<file path="src/rtl/btw_defines.vh">
// constants shared by the branch and window trace capture block
`ifndef BTW_DEFINES_VH
`define BTW_DEFINES_VH

// trace buffer shape
`define BTW_FIFO_DEPTH 4
`define BTW_FIFO_AW 2
`define BTW_WORD_W 67

// entry field positions
`define BTW_KIND_HI 66
`define BTW_KIND_LO 64
`define BTW_A_HI 63
`define BTW_A_LO 32
`define BTW_B_HI 31
`define BTW_B_LO 0

// entry kinds; branch kinds equal the branch class codes
`define BTW_KIND_BR_NORM 3'h0
`define BTW_KIND_BR_SUB 3'h1
`define BTW_KIND_BR_EXC 3'h2
`define BTW_KIND_WIN 3'h3
`define BTW_KIND_SW 3'h4

// branch classes
`define BTW_CLS_NORM 2'h0
`define BTW_CLS_SUB 2'h1
`define BTW_CLS_EXC 2'h2

// window bus selection
`define BTW_BUS_PROC 2'h0
`define BTW_BUS_X 2'h1
`define BTW_BUS_Y 2'h2
`define BTW_BUS_SYS 2'h3

// window direction filter
`define BTW_DIR_RD 2'h1
`define BTW_DIR_WR 2'h2
`define BTW_DIR_RW 2'h3

// compressed address size codes
`define BTW_SIZE_4 2'h0
`define BTW_SIZE_8 2'h1
`define BTW_SIZE_16 2'h2
`define BTW_SIZE_32 2'h3

// system bus carries only the low address bits
`define BTW_SYS_ADDR_W 28
`define BTW_HIST_DEPTH 8
`define BTW_HIST_AW 3

// nibble counts of the second field
`define BTW_NB_FULL 4'h8
`define BTW_NB_WIN 4'h1

`endif

</file>
<file path="src/rtl/btw_trace.v">
// branch and window trace capture with nibble-wide trace output port
`timescale 1ns/1ps
`include "btw_defines.vh"

// Function
// - branch trace records source and destination
// - per-class enables for branch capture
// - realtime mode never stalls, may drop
// - non-realtime mode stalls until output drains
// - continue mode overwrites oldest buffer entries
// - stop mode halts capture once buffer full
// - two window channels with own ranges
// - disabled window channel records nothing
// - direction filter: read, write or both
// - processor bus captures cpu cycles, hits included
// - system bus captures cpu/dma, no hits
// - system bus addresses keep low 28 bits
// - internal mode keeps last eight branches
// - branch and window addresses compressed against previous one of same stream; software pc always sent whole
// - software trace records pc and register
module btw_trace (
  // clock and reset
  input wire ref_clk,
  input wire rst_n,
  // mode controls
  input wire internal_mode,
  input wire realtime_mode,
  input wire trace_continue,
  input wire trace_restart,
  // branch events
  input wire br_valid,
  input wire [1:0] br_class,
  input wire [31:0] br_src,
  input wire [31:0] br_dst,
  input wire br_en_normal,
  input wire br_en_sub,
  input wire br_en_exc,
  // software trace events
  input wire sw_trace_en,
  input wire sw_valid,
  input wire [31:0] sw_pc,
  input wire [31:0] sw_reg,
  // processor bus
  input wire proc_valid,
  input wire [31:0] proc_addr,
  input wire proc_write,
  // x and y memory buses
  input wire x_valid,
  input wire [31:0] x_addr,
  input wire x_write,
  input wire y_valid,
  input wire [31:0] y_addr,
  input wire y_write,
  // internal system bus
  input wire sys_valid,
  input wire [31:0] sys_addr,
  input wire sys_write,
  input wire sys_cache_hit,
  // window channel a
  input wire win_a_en,
  input wire [1:0] win_a_dir,
  input wire [1:0] win_a_bus,
  input wire [31:0] win_a_start,
  input wire [31:0] win_a_end,
  // window channel b
  input wire win_b_en,
  input wire [1:0] win_b_dir,
  input wire [1:0] win_b_bus,
  input wire [31:0] win_b_start,
  input wire [31:0] win_b_end,
  // internal history read
  input wire [2:0] hist_sel,
  output reg [31:0] hist_src,
  output reg [31:0] hist_dst,
  // trace output port
  input wire trace_port_clock,
  output reg [3:0] trace_port_data,
  output reg trace_port_sync,
  output reg trace_port_valid,
  // status
  output reg cpu_stall,
  output reg trace_stopped,
  output reg trace_lost
);
  localparam [4:0] S_IDLE = 5'h01;
  localparam [4:0] S_SIZE = 5'h02;
  localparam [4:0] S_A = 5'h04;
  localparam [4:0] S_B = 5'h08;
  localparam [4:0] S_SPARE = 5'h10;

  function dir_ok;
    input [1:0] dir;
    input wr;
    begin
      dir_ok = wr ? dir[1] : dir[0];
    end
  endfunction

  // size of the changed low part
  function [1:0] size_code;
    input [31:0] a;
    input [31:0] p;
    begin
      if (a[31:4] == p[31:4]) begin
        size_code = `BTW_SIZE_4;
      end else if (a[31:8] == p[31:8]) begin
        size_code = `BTW_SIZE_8;
      end else if (a[31:16] == p[31:16]) begin
        size_code = `BTW_SIZE_16;
      end else begin
        size_code = `BTW_SIZE_32;
      end
    end
  endfunction

  function [3:0] nib_count;
    input [1:0] sz;
    begin
      case (sz)
        `BTW_SIZE_4: nib_count = 4'h1;
        `BTW_SIZE_8: nib_count = 4'h2;
        `BTW_SIZE_16: nib_count = 4'h4;
        default: nib_count = 4'h8;
      endcase
    end
  endfunction

  // window channel decode
  wire [1:0] ch_en;
  wire [3:0] ch_dir;
  wire [3:0] ch_bus;
  wire [63:0] ch_start;
  wire [63:0] ch_end;
  wire [1:0] hit;
  wire [1:0] hit_wr;
  wire [1:0] hit_sys;
  wire [63:0] hit_addr;

  assign ch_en = {win_b_en, win_a_en};
  assign ch_dir = {win_b_dir, win_a_dir};
  assign ch_bus = {win_b_bus, win_a_bus};
  assign ch_start = {win_b_start, win_a_start};
  assign ch_end = {win_b_end, win_a_end};

  genvar g;
  generate
    for (g = 0; g < 2; g = g + 1) begin : g_win
      reg v;
      reg wr;
      reg [31:0] ad;
      reg is_sys;
      wire [31:0] lo;
      wire [31:0] hi;
      always @* begin
        is_sys = 1'b0;
        case (ch_bus[2*g+1:2*g])
          `BTW_BUS_PROC: begin
            v = proc_valid;
            wr = proc_write;
            ad = proc_addr;
          end
          `BTW_BUS_X: begin
            v = x_valid;
            wr = x_write;
            ad = x_addr;
          end
          `BTW_BUS_Y: begin
            v = y_valid;
            wr = y_write;
            ad = y_addr;
          end
          default: begin
            // cpu or dma, never cache hits
            v = sys_valid && !sys_cache_hit;
            wr = sys_write;
            ad = {4'h0, sys_addr[`BTW_SYS_ADDR_W-1:0]};
            is_sys = 1'b1;
          end
        endcase
      end
      // range bounds also lose the unknown bits on the system bus
      assign lo = is_sys ? {4'h0, ch_start[32*g+27:32*g]} :
                           ch_start[32*g+31:32*g];
      assign hi = is_sys ? {4'h0, ch_end[32*g+27:32*g]} :
                           ch_end[32*g+31:32*g];
      assign hit[g] = ch_en[g] && v && dir_ok(ch_dir[2*g+1:2*g], wr) &&
                      (ad >= lo) && (ad <= hi);
      assign hit_wr[g] = wr;
      assign hit_sys[g] = is_sys;
      assign hit_addr[32*g+31:32*g] = ad;
    end
  endgenerate

  // candidate entry selection
  reg br_take;
  reg cand_valid;
  reg multi;
  reg [`BTW_WORD_W-1:0] cand_word;

  always @* begin
    case (br_class)
      `BTW_CLS_NORM: br_take = br_valid && br_en_normal;
      `BTW_CLS_SUB: br_take = br_valid && br_en_sub;
      `BTW_CLS_EXC: br_take = br_valid && br_en_exc;
      default: br_take = 1'b0;
    endcase
    cand_valid = 1'b1;
    multi = 1'b0;
    if (br_take) begin
      cand_word = {1'b0, br_class, br_src, br_dst};
      multi = (sw_valid && sw_trace_en) || (|hit);
    end else if (sw_valid && sw_trace_en) begin
      cand_word = {`BTW_KIND_SW, sw_pc, sw_reg};
      multi = |hit;
    end else if (hit[0]) begin
      cand_word = {`BTW_KIND_WIN, hit_addr[31:0], 29'h0,
                   hit_sys[0], hit_wr[0], 1'b0};
      multi = hit[1];
    end else if (hit[1]) begin
      cand_word = {`BTW_KIND_WIN, hit_addr[63:32], 29'h0,
                   hit_sys[1], hit_wr[1], 1'b1};
    end else begin
      cand_valid = 1'b0;
      cand_word = {`BTW_WORD_W{1'b0}};
    end
  end

  // trace buffer
  wire fifo_out_valid;
  wire [`BTW_WORD_W-1:0] fifo_out_data;
  wire fifo_full;
  wire fifo_empty;
  wire fifo_out_ready;
  reg push_valid;
  reg [`BTW_WORD_W-1:0] push_word;
  reg discard;
  reg set_lost;
  reg pend_valid;
  reg [`BTW_WORD_W-1:0] pend_word;
  reg next_pend_valid;
  reg [`BTW_WORD_W-1:0] next_pend_word;
  reg [4:0] ser_state;
  reg tpc_s1;
  reg tpc_s2;
  reg tpc_d;
  wire tick;
  wire ser_load;
  wire busy;
  wire capturing;

  assign tick = tpc_s2 && !tpc_d;
  assign ser_load = tick && (ser_state == S_IDLE) && fifo_out_valid;
  assign busy = (ser_state != S_IDLE) || !fifo_empty;
  assign capturing = !internal_mode && !trace_stopped;
  assign fifo_out_ready = ser_load || discard;

  always @* begin
    push_valid = 1'b0;
    push_word = cand_word;
    discard = 1'b0;
    set_lost = capturing && cand_valid && multi;
    next_pend_valid = 1'b0;
    next_pend_word = pend_word;
    if (capturing) begin
      if (pend_valid) begin
        next_pend_valid = 1'b1;
        // release the held entry once drained
        if (!busy) begin
          push_valid = 1'b1;
          push_word = pend_word;
          next_pend_valid = 1'b0;
        end
        if (cand_valid) begin
          set_lost = 1'b1;
        end
      end else if (cand_valid) begin
        if (!realtime_mode && busy) begin
          next_pend_valid = 1'b1;
          next_pend_word = cand_word;
        end else begin
          push_valid = 1'b1;
        end
      end
      if (push_valid && fifo_full) begin
        if (trace_continue) begin
          discard = 1'b1;
        end else begin
          push_valid = 1'b0;
          set_lost = 1'b1;
        end
      end
    end
  end

  btw_fifo #(
    .W(`BTW_WORD_W),
    .D(`BTW_FIFO_DEPTH),
    .AW(`BTW_FIFO_AW)
  ) u_fifo (
    .ref_clk(ref_clk),
    .rst_n(rst_n),
    .in_valid(push_valid),
    .in_ready(),
    .in_data(push_word),
    .out_valid(fifo_out_valid),
    .out_ready(fifo_out_ready),
    .out_data(fifo_out_data),
    .full(fifo_full),
    .empty(fifo_empty)
  );

  // capture control state
  always @(posedge ref_clk) begin
    if (!rst_n) begin
      pend_valid <= 1'b0;
      pend_word <= {`BTW_WORD_W{1'b0}};
      cpu_stall <= 1'b0;
      trace_stopped <= 1'b0;
      trace_lost <= 1'b0;
    end else begin
      pend_valid <= next_pend_valid;
      pend_word <= next_pend_word;
      // stall while an entry is held
      cpu_stall <= next_pend_valid;
      // stop once full; full beats restart
      if (!internal_mode && !trace_continue && fifo_full) begin
        trace_stopped <= 1'b1;
      end else if (trace_restart) begin
        trace_stopped <= 1'b0;
      end
      if (set_lost) begin
        trace_lost <= 1'b1;
      end else if (trace_restart) begin
        trace_lost <= 1'b0;
      end
    end
  end

  // last eight branches in internal mode
  reg [31:0] hsrc_mem [0:`BTW_HIST_DEPTH-1];
  reg [31:0] hdst_mem [0:`BTW_HIST_DEPTH-1];
  reg [`BTW_HIST_AW-1:0] hist_wptr;
  wire [`BTW_HIST_AW-1:0] hist_ridx;

  // zero selects the newest branch
  assign hist_ridx = hist_wptr - 3'h1 - hist_sel;

  always @(posedge ref_clk) begin
    if (!rst_n) begin
      hist_wptr <= 3'h0;
      hist_src <= 32'h0;
      hist_dst <= 32'h0;
    end else begin
      if (internal_mode && br_take) begin
        hist_wptr <= hist_wptr + 3'h1;
      end
      hist_src <= hsrc_mem[hist_ridx];
      hist_dst <= hdst_mem[hist_ridx];
    end
  end

  always @(posedge ref_clk) begin
    if (internal_mode && br_take) begin
      hsrc_mem[hist_wptr] <= br_src;
      hdst_mem[hist_wptr] <= br_dst;
    end
  end

  // trace port clock: two stages before the edge finder
  always @(posedge ref_clk) begin
    if (!rst_n) begin
      tpc_s1 <= 1'b0;
      tpc_s2 <= 1'b0;
      tpc_d <= 1'b0;
    end else begin
      tpc_s1 <= trace_port_clock;
      tpc_s2 <= tpc_s1;
      tpc_d <= tpc_s2;
    end
  end

  // serializer load decode
  wire [2:0] ld_kind;
  wire [31:0] ld_a;
  wire ld_br;
  wire [1:0] ld_size;
  reg [31:0] a_sh;
  reg [31:0] b_sh;
  reg [3:0] cnt;
  reg [3:0] nb;
  reg [1:0] cur_size;
  reg [31:0] prev_br;
  reg [31:0] prev_win;

  assign ld_kind = fifo_out_data[`BTW_KIND_HI:`BTW_KIND_LO];
  assign ld_a = fifo_out_data[`BTW_A_HI:`BTW_A_LO];
  assign ld_br = (ld_kind <= `BTW_KIND_BR_EXC);
  // compare with the previous address of the same stream
  assign ld_size = (ld_kind == `BTW_KIND_SW) ? `BTW_SIZE_32 :
                   ld_br ? size_code(ld_a, prev_br) :
                   size_code(ld_a, prev_win);

  // outputs change on a seen rising edge; sample on the next one
  always @(posedge ref_clk) begin
    if (!rst_n) begin
      ser_state <= S_IDLE;
      a_sh <= 32'h0;
      b_sh <= 32'h0;
      cnt <= 4'h0;
      nb <= 4'h0;
      cur_size <= `BTW_SIZE_32;
      prev_br <= 32'h0;
      prev_win <= 32'h0;
      trace_port_data <= 4'h0;
      trace_port_sync <= 1'b0;
      trace_port_valid <= 1'b0;
    end else if (tick) begin
      case (ser_state)
        S_IDLE: begin
          if (fifo_out_valid) begin
            trace_port_data <= {1'b1, ld_kind};
            trace_port_sync <= 1'b1;
            trace_port_valid <= 1'b1;
            a_sh <= ld_a;
            b_sh <= fifo_out_data[`BTW_B_HI:`BTW_B_LO];
            cur_size <= ld_size;
            nb <= (ld_kind == `BTW_KIND_WIN) ? `BTW_NB_WIN : `BTW_NB_FULL;
            if (ld_br) begin
              prev_br <= ld_a;
            end else if (ld_kind == `BTW_KIND_WIN) begin
              prev_win <= ld_a;
            end
            ser_state <= S_SIZE;
          end else begin
            trace_port_data <= 4'h0;
            trace_port_sync <= 1'b0;
            trace_port_valid <= 1'b0;
          end
        end
        S_SIZE: begin
          trace_port_data <= {2'b00, cur_size};
          trace_port_sync <= 1'b0;
          cnt <= nib_count(cur_size);
          ser_state <= S_A;
        end
        S_A: begin
          trace_port_data <= a_sh[3:0];
          a_sh <= {4'h0, a_sh[31:4]};
          cnt <= cnt - 4'h1;
          if (cnt == 4'h1) begin
            cnt <= nb;
            ser_state <= S_B;
          end
        end
        S_B: begin
          trace_port_data <= b_sh[3:0];
          b_sh <= {4'h0, b_sh[31:4]};
          cnt <= cnt - 4'h1;
          if (cnt == 4'h1) begin
            ser_state <= S_IDLE;
          end
        end
        default: begin
          ser_state <= S_IDLE;
          trace_port_valid <= 1'b0;
          trace_port_sync <= 1'b0;
        end
      endcase
    end
  end
endmodule // btw_trace

</file>
<file path="src/rtl/btw_fifo.v">
// trace buffer: flip-flop fifo with valid/ready on both sides
`timescale 1ns/1ps
module btw_fifo #(
  parameter W = 67,
  parameter D = 4,
  parameter AW = 2
) (
  // clock and reset
  input wire ref_clk,
  input wire rst_n,
  // fill side
  input wire in_valid,
  output wire in_ready,
  input wire [W-1:0] in_data,
  // drain side
  output wire out_valid,
  input wire out_ready,
  output wire [W-1:0] out_data,
  // status
  output wire full,
  output wire empty
);
  localparam [AW:0] FULL_CNT = D[AW:0];

  reg [W-1:0] mem [0:D-1];
  reg [AW-1:0] wr_ptr;
  reg [AW-1:0] rd_ptr;
  reg [AW:0] count;
  wire do_push;
  wire do_pop;

  assign full = (count == FULL_CNT);
  assign empty = (count == {(AW+1){1'b0}});
  assign out_valid = !empty;
  // a pop in the same cycle frees the slot for the push
  assign in_ready = !full || out_ready;
  assign out_data = mem[rd_ptr];
  assign do_push = in_valid && in_ready;
  assign do_pop = out_valid && out_ready;

  always @(posedge ref_clk) begin
    if (!rst_n) begin
      wr_ptr <= {AW{1'b0}};
      rd_ptr <= {AW{1'b0}};
      count <= {(AW+1){1'b0}};
    end else begin
      if (do_push) begin
        wr_ptr <= wr_ptr + 1'b1;
      end
      if (do_pop) begin
        rd_ptr <= rd_ptr + 1'b1;
      end
      if (do_push && !do_pop) begin
        count <= count + 1'b1;
      end else if (do_pop && !do_push) begin
        count <= count - 1'b1;
      end
    end
  end

  always @(posedge ref_clk) begin
    if (do_push) begin
      mem[wr_ptr] <= in_data;
    end
  end
endmodule // btw_fifo

</file>
<file path="config.mk">
export PLATFORM = sky130hd
export DESIGN_NAME = btw_trace
export DESIGN_NICKNAME = d
export VERILOG_FILES = /design/src/rtl/btw_trace.v /design/src/rtl/btw_fifo.v
export VERILOG_INCLUDE_DIRS = /design/src /design/src/rtl
export SDC_FILE = /design/constraint.sdc
export NUM_CORES = 2
export LEC_CHECK = 0
export BUFFER_PORTS_ARGS = -buffer_cell sky130_fd_sc_hd__buf_4
export CAP_MARGIN = 20
export CORE_AREA = 2 2 326 328
export CTS_CLUSTER_DIAMETER = 120
export DETAILED_ROUTE_END_ITERATION = 6
export DIE_AREA = 0 0 328 330
export GPL_TIMING_DRIVEN = 0
export PLACE_DENSITY = 0.61
export SLEW_MARGIN = 20
export SYNTH_ARGS = -nofsm -noshare
export SYNTH_HDL_FRONTEND = slang
export SYNTH_SLANG_ARGS = --single-unit
</file>
<file path="constraint.sdc">
create_clock -name ref_clk -period 19.9 [get_ports ref_clk]
set_clock_uncertainty 0.1 [all_clocks]
set_input_delay 3.98 -clock ref_clk [delete_from_list [all_inputs] [get_ports ref_clk]]
set_output_delay 3.98 -clock ref_clk [all_outputs]
set_load 0.005 [all_outputs]
</file>
* Yosys cells after proc, flatten, opt, wreduce, memory -nomap -nowiden *
Memories as Yosys holds them, arrays and structs flattened. A register that Yosys moved wholly into a read port is not among the register bits.
Cells that the tools add are included.

storage, ports and cells
  bits in registers = 232
  bits in latches = 0
  RAM bits = 780
  bits in read-only memories = 0
  bits of input ports = 421
  output and inout bits = 73
  word-level logic and storage cells = 227
  memories = 3

cells by class
  add/sub/neg operators = 8
  multipliers = 0
  divide/modulo/power cells = 0
  magnitude comparators = 5
  eq/ne operators = 26
  shift-type cells = 0
  multiplexer cells = 85
  bitwise gates (word level) = 5
  reduce and logical (&&, ||, !) cells = 73

memory list
  memory      words  width  rd ports  clocked after Yosys merged registers in  wr ports  line             RTL
  u_fifo.mem  4      67     1         1                                        1         btw_fifo.v:25    reg [W-1:0] mem [0:D-1];
  hdst_mem    8      32     1         1                                        1         btw_trace.v:341  reg [31:0] hdst_mem [0:`BTW_HIST_DEPTH-1];
  hsrc_mem    8      32     1         1                                        1         btw_trace.v:340  reg [31:0] hsrc_mem [0:`BTW_HIST_DEPTH-1];

operators by type and width
  operator                             number
  two-way mux 67 bit                   5
  two-way mux 32 bit                   6
  one-hot mux 32 bit (3 select lines)  2
  two-way mux 66 bit                   2
  one-hot mux 32 bit (2 select lines)  2
  greater-or-equal comparator 32 bit   2
  less-or-equal comparator 32 bit      2
  == test 28 bit                       2
  == test 24 bit                       2
  two-way mux 1 bit                    41
  == test 16 bit                       2
  logical AND 1 bit                    28
  one-hot mux 4 bit (3 select lines)   2
  one-hot mux 5 bit (4 select lines)   1
  two-way mux 2 bit                    8
  one-hot mux 4 bit (4 select lines)   1
  two-way mux 5 bit                    3
  one-hot mux 1 bit (3 select lines)   5
  zero test 1 bit                      12
  two-way mux 4 bit                    3
  AND reduction 4 bit                  3
  AND reduction 2 bit                  5
  nonzero test 2 bit                   5
  AND reduction 3 bit                  3
  28 further kinds                     55

* Logic depth before layout (Yosys ltp) *
  depth after elaboration = 24
  depth in mapped cells = 20
  depth with buffers taken out = 17

* Cells and area by module *
From an unflattened synthesis, not the netlist that was laid out.

second synthesis, totals
  cells, all modules = 3280
  area total of the unflattened synthesis = 47255.3 um2

modules (own cells, without submodules)
  module     instances  cells an instance  area each (um2)  sequential area each (um2)
  btw_trace  1          2880               37134.4          20940.1
  btw_fifo   1          400                10121.0          8227.9

* Worst setup path before layout *
Ideal clock, no wire load.

  path type = input to register
  start point = in br_class[0]
  end point = mem hdst_mem[4][0], enable pin
  setup time = 0.666 ns
  arrival time = 12.333 ns
  data required time = 19.134 ns
  slack = 6.800 ns
  stages on the path = 10
  path buffers = 4
  cells stage by stage = inv_1 > ha_1 > a221o_1 > and4b_1 > clkbuf_1 > clkbuf_1 > clkbuf_1 > clkbuf_1 > nand2_1 > nor4b_1

on the way
  cells in the longest elaborated chain, start to end = 5
  elaborated cells on any way between the ends = 7
  those cells by class = eq/ne: 2; mux: 3; reduce/logical: 2

RTL lines
  item                                       line             RTL
  from (decl)                                btw_trace.v:32   input wire [1:0] br_class,
  == test 2 bit (tied with other cells)      btw_trace.v:201  case (br_class)
  one-hot mux 1 bit (3 select lines) *       btw_trace.v:201
  logical AND 1 bit *                        btw_trace.v:363  if (internal_mode && br_take) begin
  two-way mux 1 bit *                        btw_trace.v:363
  two-way mux 1 bit (not written as such) *  btw_trace.v:365  hdst_mem[hist_wptr] <= br_dst;
  to (decl)                                  btw_trace.v:341

Mark *: on every way between the ends. The rest lies on a longest branch, timed or not.

* Worst setup path in the final report *
  start point = in win_a_bus[1]
  end point = reg u_fifo.count[2]

on the way
  cells in the longest elaborated chain, start to end = 21
  elaborated cells on any way between the ends = 38
  those cells by class = order compare: 2; eq/ne: 2; mux: 18; reduce/logical: 16

RTL lines
  item                                                                                       line                              RTL
  from (decl)                                                                                btw_trace.v:62                    input wire [1:0] win_a_bus,
  == test 2 bit (tied with other cells)                                                      btw_trace.v:156                   case (ch_bus[2*g+1:2*g])
  OR reduction 3 bit (no line) / one-hot mux 1 bit (3 select lines) (equally long branches)  n/a
  two-way mux 32 bit (tied with other cells)                                                 btw_trace.v:182                   assign lo = is_sys ? {4'h0, ch_start[32*g+27:32*g]} :
  greater-or-equal comparator 32 bit / logical AND 1 bit (equally long branches)             btw_trace.v:187, btw_trace.v:186
  logical AND 1 bit                                                                          btw_trace.v:186                   assign hit[g] = ch_en[g] && v && dir_ok(ch_dir[2*g+1:2*g], wr) &&
  logical AND 1 bit *                                                                        btw_trace.v:187                   (ad >= lo) && (ad <= hi);
  two-way mux 1 bit *                                                                        btw_trace.v:215                   end else if (hit[0]) begin
  two-way mux 1 bit *                                                                        btw_trace.v:212                   end else if (sw_valid && sw_trace_en) begin
  [5 not listed]                                                                             n/a
  two-way mux 1 bit                                                                          btw_trace.v:284                   if (push_valid && fifo_full) begin
  two-way mux 1 bit                                                                          btw_trace.v:264                   if (capturing) begin
  logical OR 1 bit                                                                           btw_trace.v:255                   assign fifo_out_ready = ser_load || discard;
  logical OR 1 bit                                                                           btw_fifo.v:36                     assign in_ready = !full || out_ready;
  logical AND 1 bit                                                                          btw_fifo.v:38                     assign do_push = in_valid && in_ready;
  zero test 1 bit                                                                            btw_fifo.v:55                     end else if (do_pop && !do_push) begin
  logical AND 1 bit                                                                          btw_fifo.v:55
  nonzero test 2 bit (no line)                                                               n/a
  to (signal assigned)                                                                       btw_fifo.v:45                     count <= {(AW+1){1'b0}};
  to (signal assigned)                                                                       btw_fifo.v:54                     count <= count + 1'b1;
  to (signal assigned)                                                                       btw_fifo.v:56                     count <= count - 1'b1;
  to (decl)                                                                                  btw_fifo.v:28                     reg [AW:0] count;

Mark *: on every way between the ends. The rest lies on a longest branch, timed or not. The select of a mux whose other input is x is not followed.
A chain may end at the register's enable or synchronous reset.

==> flow_results.org <==
** STA
- After routing, the total negative slack on setup checks comes to 0 ps.
- Across all hold checks on the routed design, the worst slack comes to 331 ps.
- Maximum clock frequency :: 95.5 MHz
- Unrepaired setup endpoints after global routing :: false
- Final period utilization :: 0.526
- Final worst slack :: 9430 ps
- Final hold vios :: 0
- Worst Max-Slew Pin Slew :: 1150 ps
- Headroom to the max-slew limit came out at 0.231.
- Minimum clock period :: 10470 ps
- Count of final max-slew check failures :: 0
- Setup violation total in the final timing report :: 0

** Min path
- In this run the most critical hold path is launched from tpc_s1.
- Cell depth of the worst min-delay path :: 1
- Worst Hold Endpoint :: tpc_s2
- The path class of the tightest hold or removal check is reg -> reg.

** CTS
- Clock tree synthesis selected as its root buffer the cell clkbuf_16.
- At the later pin of the worst-skew pair, clock insertion delay measures 680 ps.
- Total number of clock tree sinks :: 1067
- Post-cts repair resize count :: 0
- No sink is reached through more buffers than the 3 on the longest clock path.
- Number of buffers inserted for hold repair after clock tree synthesis :: 0
- The clock tree synthesis step divided the H-tree into 3 levels.
- TritonCTS built the clock tree.
- In this run the post-CTS setup repair buffer count came out at 0.
- Clock transition at path regs :: 60 ps
- Counting the buffers created by CTS gives 108.

** Place
- Pre-CTS setup slack :: 9060 ps
- Summed over all nets, the half-perimeter wirelength after detailed placement is 117 mm.
- Number of buffer cells added on primary ports :: 484
- GP Congestion :: 1.01
- Number of placed instances with taps included :: 5286

** Power and ir drop
- For this design the ratio of total power to cell area is 97.6 mW/mm2.
- Combinational group share of total power :: 0.153
- VDD sags by at most 0.0000691 V.
- Leakage dissipation :: 20.7 nW
- Clk network pwr share :: 0.392
- Of the total power, the share spent switching nets is 0.254.
- Internal :: 4.14 mW
- In this run the power spent charging and discharging nets is 1.41 mW.
- Of the total power, registers draw 0.456.

** Yosys
- Among all flip-flop cells after synthesis, the most frequent one is edfxtp_1.
- Portion of the post-synthesis area used by sequential elements :: 0.624
- Synth Area in XOR/XNOR :: 0.0116
- Of the total synthesized cell area, the portion taken by full adders, half adders and majority gates is 0.0383.
- Measured against the total synthesized area, the mux share comes to 0.144.
- Counting distinct cell types in the post-synthesis netlist gives 79.
- Post-Syn Area :: 0.0468 mm2
- Seq cells post-synth :: 1067
- During synthesis, Yosys emitted a total of 0 warnings.
- Fraction of the mapped netlist area in compound gates :: 0.0794
- Simple-gate share of the synthesized area :: 0.0752
- Synthesized area per cell :: 14.1 um2
- Counting every net in the synthesized netlist gives 3883.
- Share of synthesized registers carrying an async set or reset :: 0
- Yosys mapped a number of flops with a built-in enable equal to 780.
- Largest family of logic cells by synthesized area :: multiplexers
- The cell count after synthesis came out at 3320.

** Setup path
- The startpoint identified for the worst register-to-register timing path is ser_state[0].
- Worst setup SP type :: input pin
- At the worst endpoint, the required time is 20400 ps.
- STA classifies the critical path endpoint as a flop.
- Worst endpoint data arrival time :: 10960 ps
- R2R cell count :: 8
- The endpoint identified for the worst register-to-register timing path is u_fifo.mem[3][27].
- The critical path is of the in -> reg type.
- Largest fanout on the critical path :: 10
- Internal reg-to-reg setup slack :: 15820 ps

** Die
- The initialized floorplan defines 119 standard-cell rows.
- Initial core utilization :: 0.447
- From bottom edge to top edge, the die measures 330 um.
- Area of the core :: 0.105 mm2
- 494 I/O pins were placed.
- Die Footprint :: 0.108 mm2
- Die outline width :: 328 um

** Layout
- In the final layout, the share of cells above drive strength 1 is 0.266.
- The finished layout holds 5504 standard cells, fillers aside.
- Once layout is complete, the utilization of the core stands at 0.544.
- The area growth from synthesis to layout is 21.6%.
- Fillers :: 8777
- Post-layout net count :: 4569
- Register Area :: 0.0292 mm2
- Area of the multi-input gates :: 0.0164 mm2

** Global route
- Total congestion overflow :: 0
- In the global route stage, overall resource usage came out at 0.280.
- Vias in the first global route :: 31393
- The initial antenna violation count came to 17.
- Entering global routing, the biggest net connects 42 pins.
- Wire length of the first global-routing pass :: 217 mm

** Detailed routing
- Post-Route WL :: 153 mm
- Routed length on met1 :: 59.3 mm
- The routed design uses 13.2 mm of met3 wire.
- Drt via density :: 5.83
- In the routed design, unresolved DRC markers number 0.
- Average routed wire per standard cell :: 27.8 um
- In this run, the number of DRC markers left after iteration 0 of detailed routing was 3601.
- For this block, the via count after detailed routing is 32089.
- Number of nets with antenna violations after routing :: 0
- For this run, the detailed router's first-pass iteration total came to 6.
- The routed design uses 74.4 mm of met2 wire.
- The highest layer touched by signal routing is met5.

** Run status
- Run status :: finished clean

** Run
- Number of violations of the max-capacitance limit :: 0
-- how the worst max path moves through the flow --
stage,from,to,slack (ps),cells past startpoint
5_1_grt,win_a_bus[1],u_fifo.count[2],9370,19
4_1_cts,win_a_bus[1],u_fifo.count[2],9740,19
6_report,win_a_bus[1],u_fifo.count[2],9430,19
3_5_place_dp,win_a_bus[1],u_fifo.count[2],9060,19
2_1_floorplan,br_class[0],hdst_mem[4][0],6800,10
3_3_place_gp,br_class[0],hsrc_mem[4][13],-2180,11
-- placed cells by master, fill, tap and decap left out, drive strengths merged, types with 20 or more instances in the layout --
cell type and count:
dfxtp 287, nand4 61, and3 36, mux2 21, a22o 21, or3 31
o21ai 89, nand2 337, ha 140, mux4 255, nand3 24, clkinv 41
a211oi 38, mux2i 76, edfxtp 780, a311oi 58, nor2 202, bufinv 20
xnor2 47, buf 629, a21oi 276, inv 140, clkbuf 279
-- synthesized netlist by cell type, types with 47 or more instances --
library cell  number  area (um2)
o21ai_0           87         435
xnor2_1           47         412
nor2_1           202         758
mux2i_1           76         761
mux4_2           255        5740
dfxtp_1          287        5750
nand2_1          337        1260
a311oi_1          58         508
clkbuf_1         142         533
a21oi_1          275        1380
nand4_1           61         382
edfxtp_1         780       23400
ha_1             140        1750
inv_1            136         510
-- sequential cells by signal, indices dropped and copies added (netlist names), 28 cells and up, named ones only --
name        flops
u_fifo.mem    268
hsrc_mem      256
hdst_mem      256
pend_word      67
hist_src       32
hist_dst       32
b_sh           32
a_sh           32
prev_win       28
prev_br        28
-- power groups by stage --
stage / Sequential [mW] / Clock [mW] / Combinational (mW)
finish: 2.53 / 2.17 / 0.849
global route: 2.54 / 2.28 / 0.912
CTS: 2.53 / 2.20 / 0.845
detailed placement: 2.58 / 0 / 0.841
global placement: 2.58 / 0 / 0.824
floorplan: 2.57 / 0 / 0.493
-- worst max-delay path, stage by stage --
cell and delay [ps]:
clkbuf_1 510, buf_1 840, mux2i_1 170, o21ai_0 880, ha_1 260, nand4_1 170, or4_1 780, nor2_1 170
o31ai_1 220, o2111ai_1 270, clkbuf_1 420, o2111ai_1 670, a21oi_1 350, ha_1 210, inv_1 60, fa_1 370
xor2_1 150, or3_1 310, a21oi_1 140
-- per-stage QoR --
stage,instance area [um2],power [mW]
2_1_floorplan,46800,3.06
5_1_grt,56900,5.73
3_5_place_dp,53000,3.42
6_report,56900,5.55
3_3_place_gp,52100,3.40
4_1_cts,56900,5.57
-- area by class of cell --
type,count,area share
Clock inverter,68,0.0158
Multi-Input combinational cell,1919,0.288
Inverter,138,0.00910
Tap cell,1391,0.0306
Antenna cell,13,0.000572
Clock buffer,136,0.0517
Buffer,196,0.0138
Sequential cell,1067,0.513
Timing Repair Buffer,576,0.0774
-- per-layer routing --
layer | track usage | up-vias
li1 | - | 14153
met1 | 0.363 | 16195
met2 | 0.465 | 1490
met3 | 0.0560 | 245
met4 | 0.111 | 6
met5 | 0 | -
-- cells by family after synthesis --
kind of cell             count (synthesis)
adder cells (fa/ha/maj)                142
AND/OR/NAND/NOR                        775
buffers and inverters                  334
AO/OA/AOI/OAI                          588
XOR/XNOR                                62
flip-flops                            1067
multiplexers                           352
No activity file was read; power rests on OpenSTA's default activity.
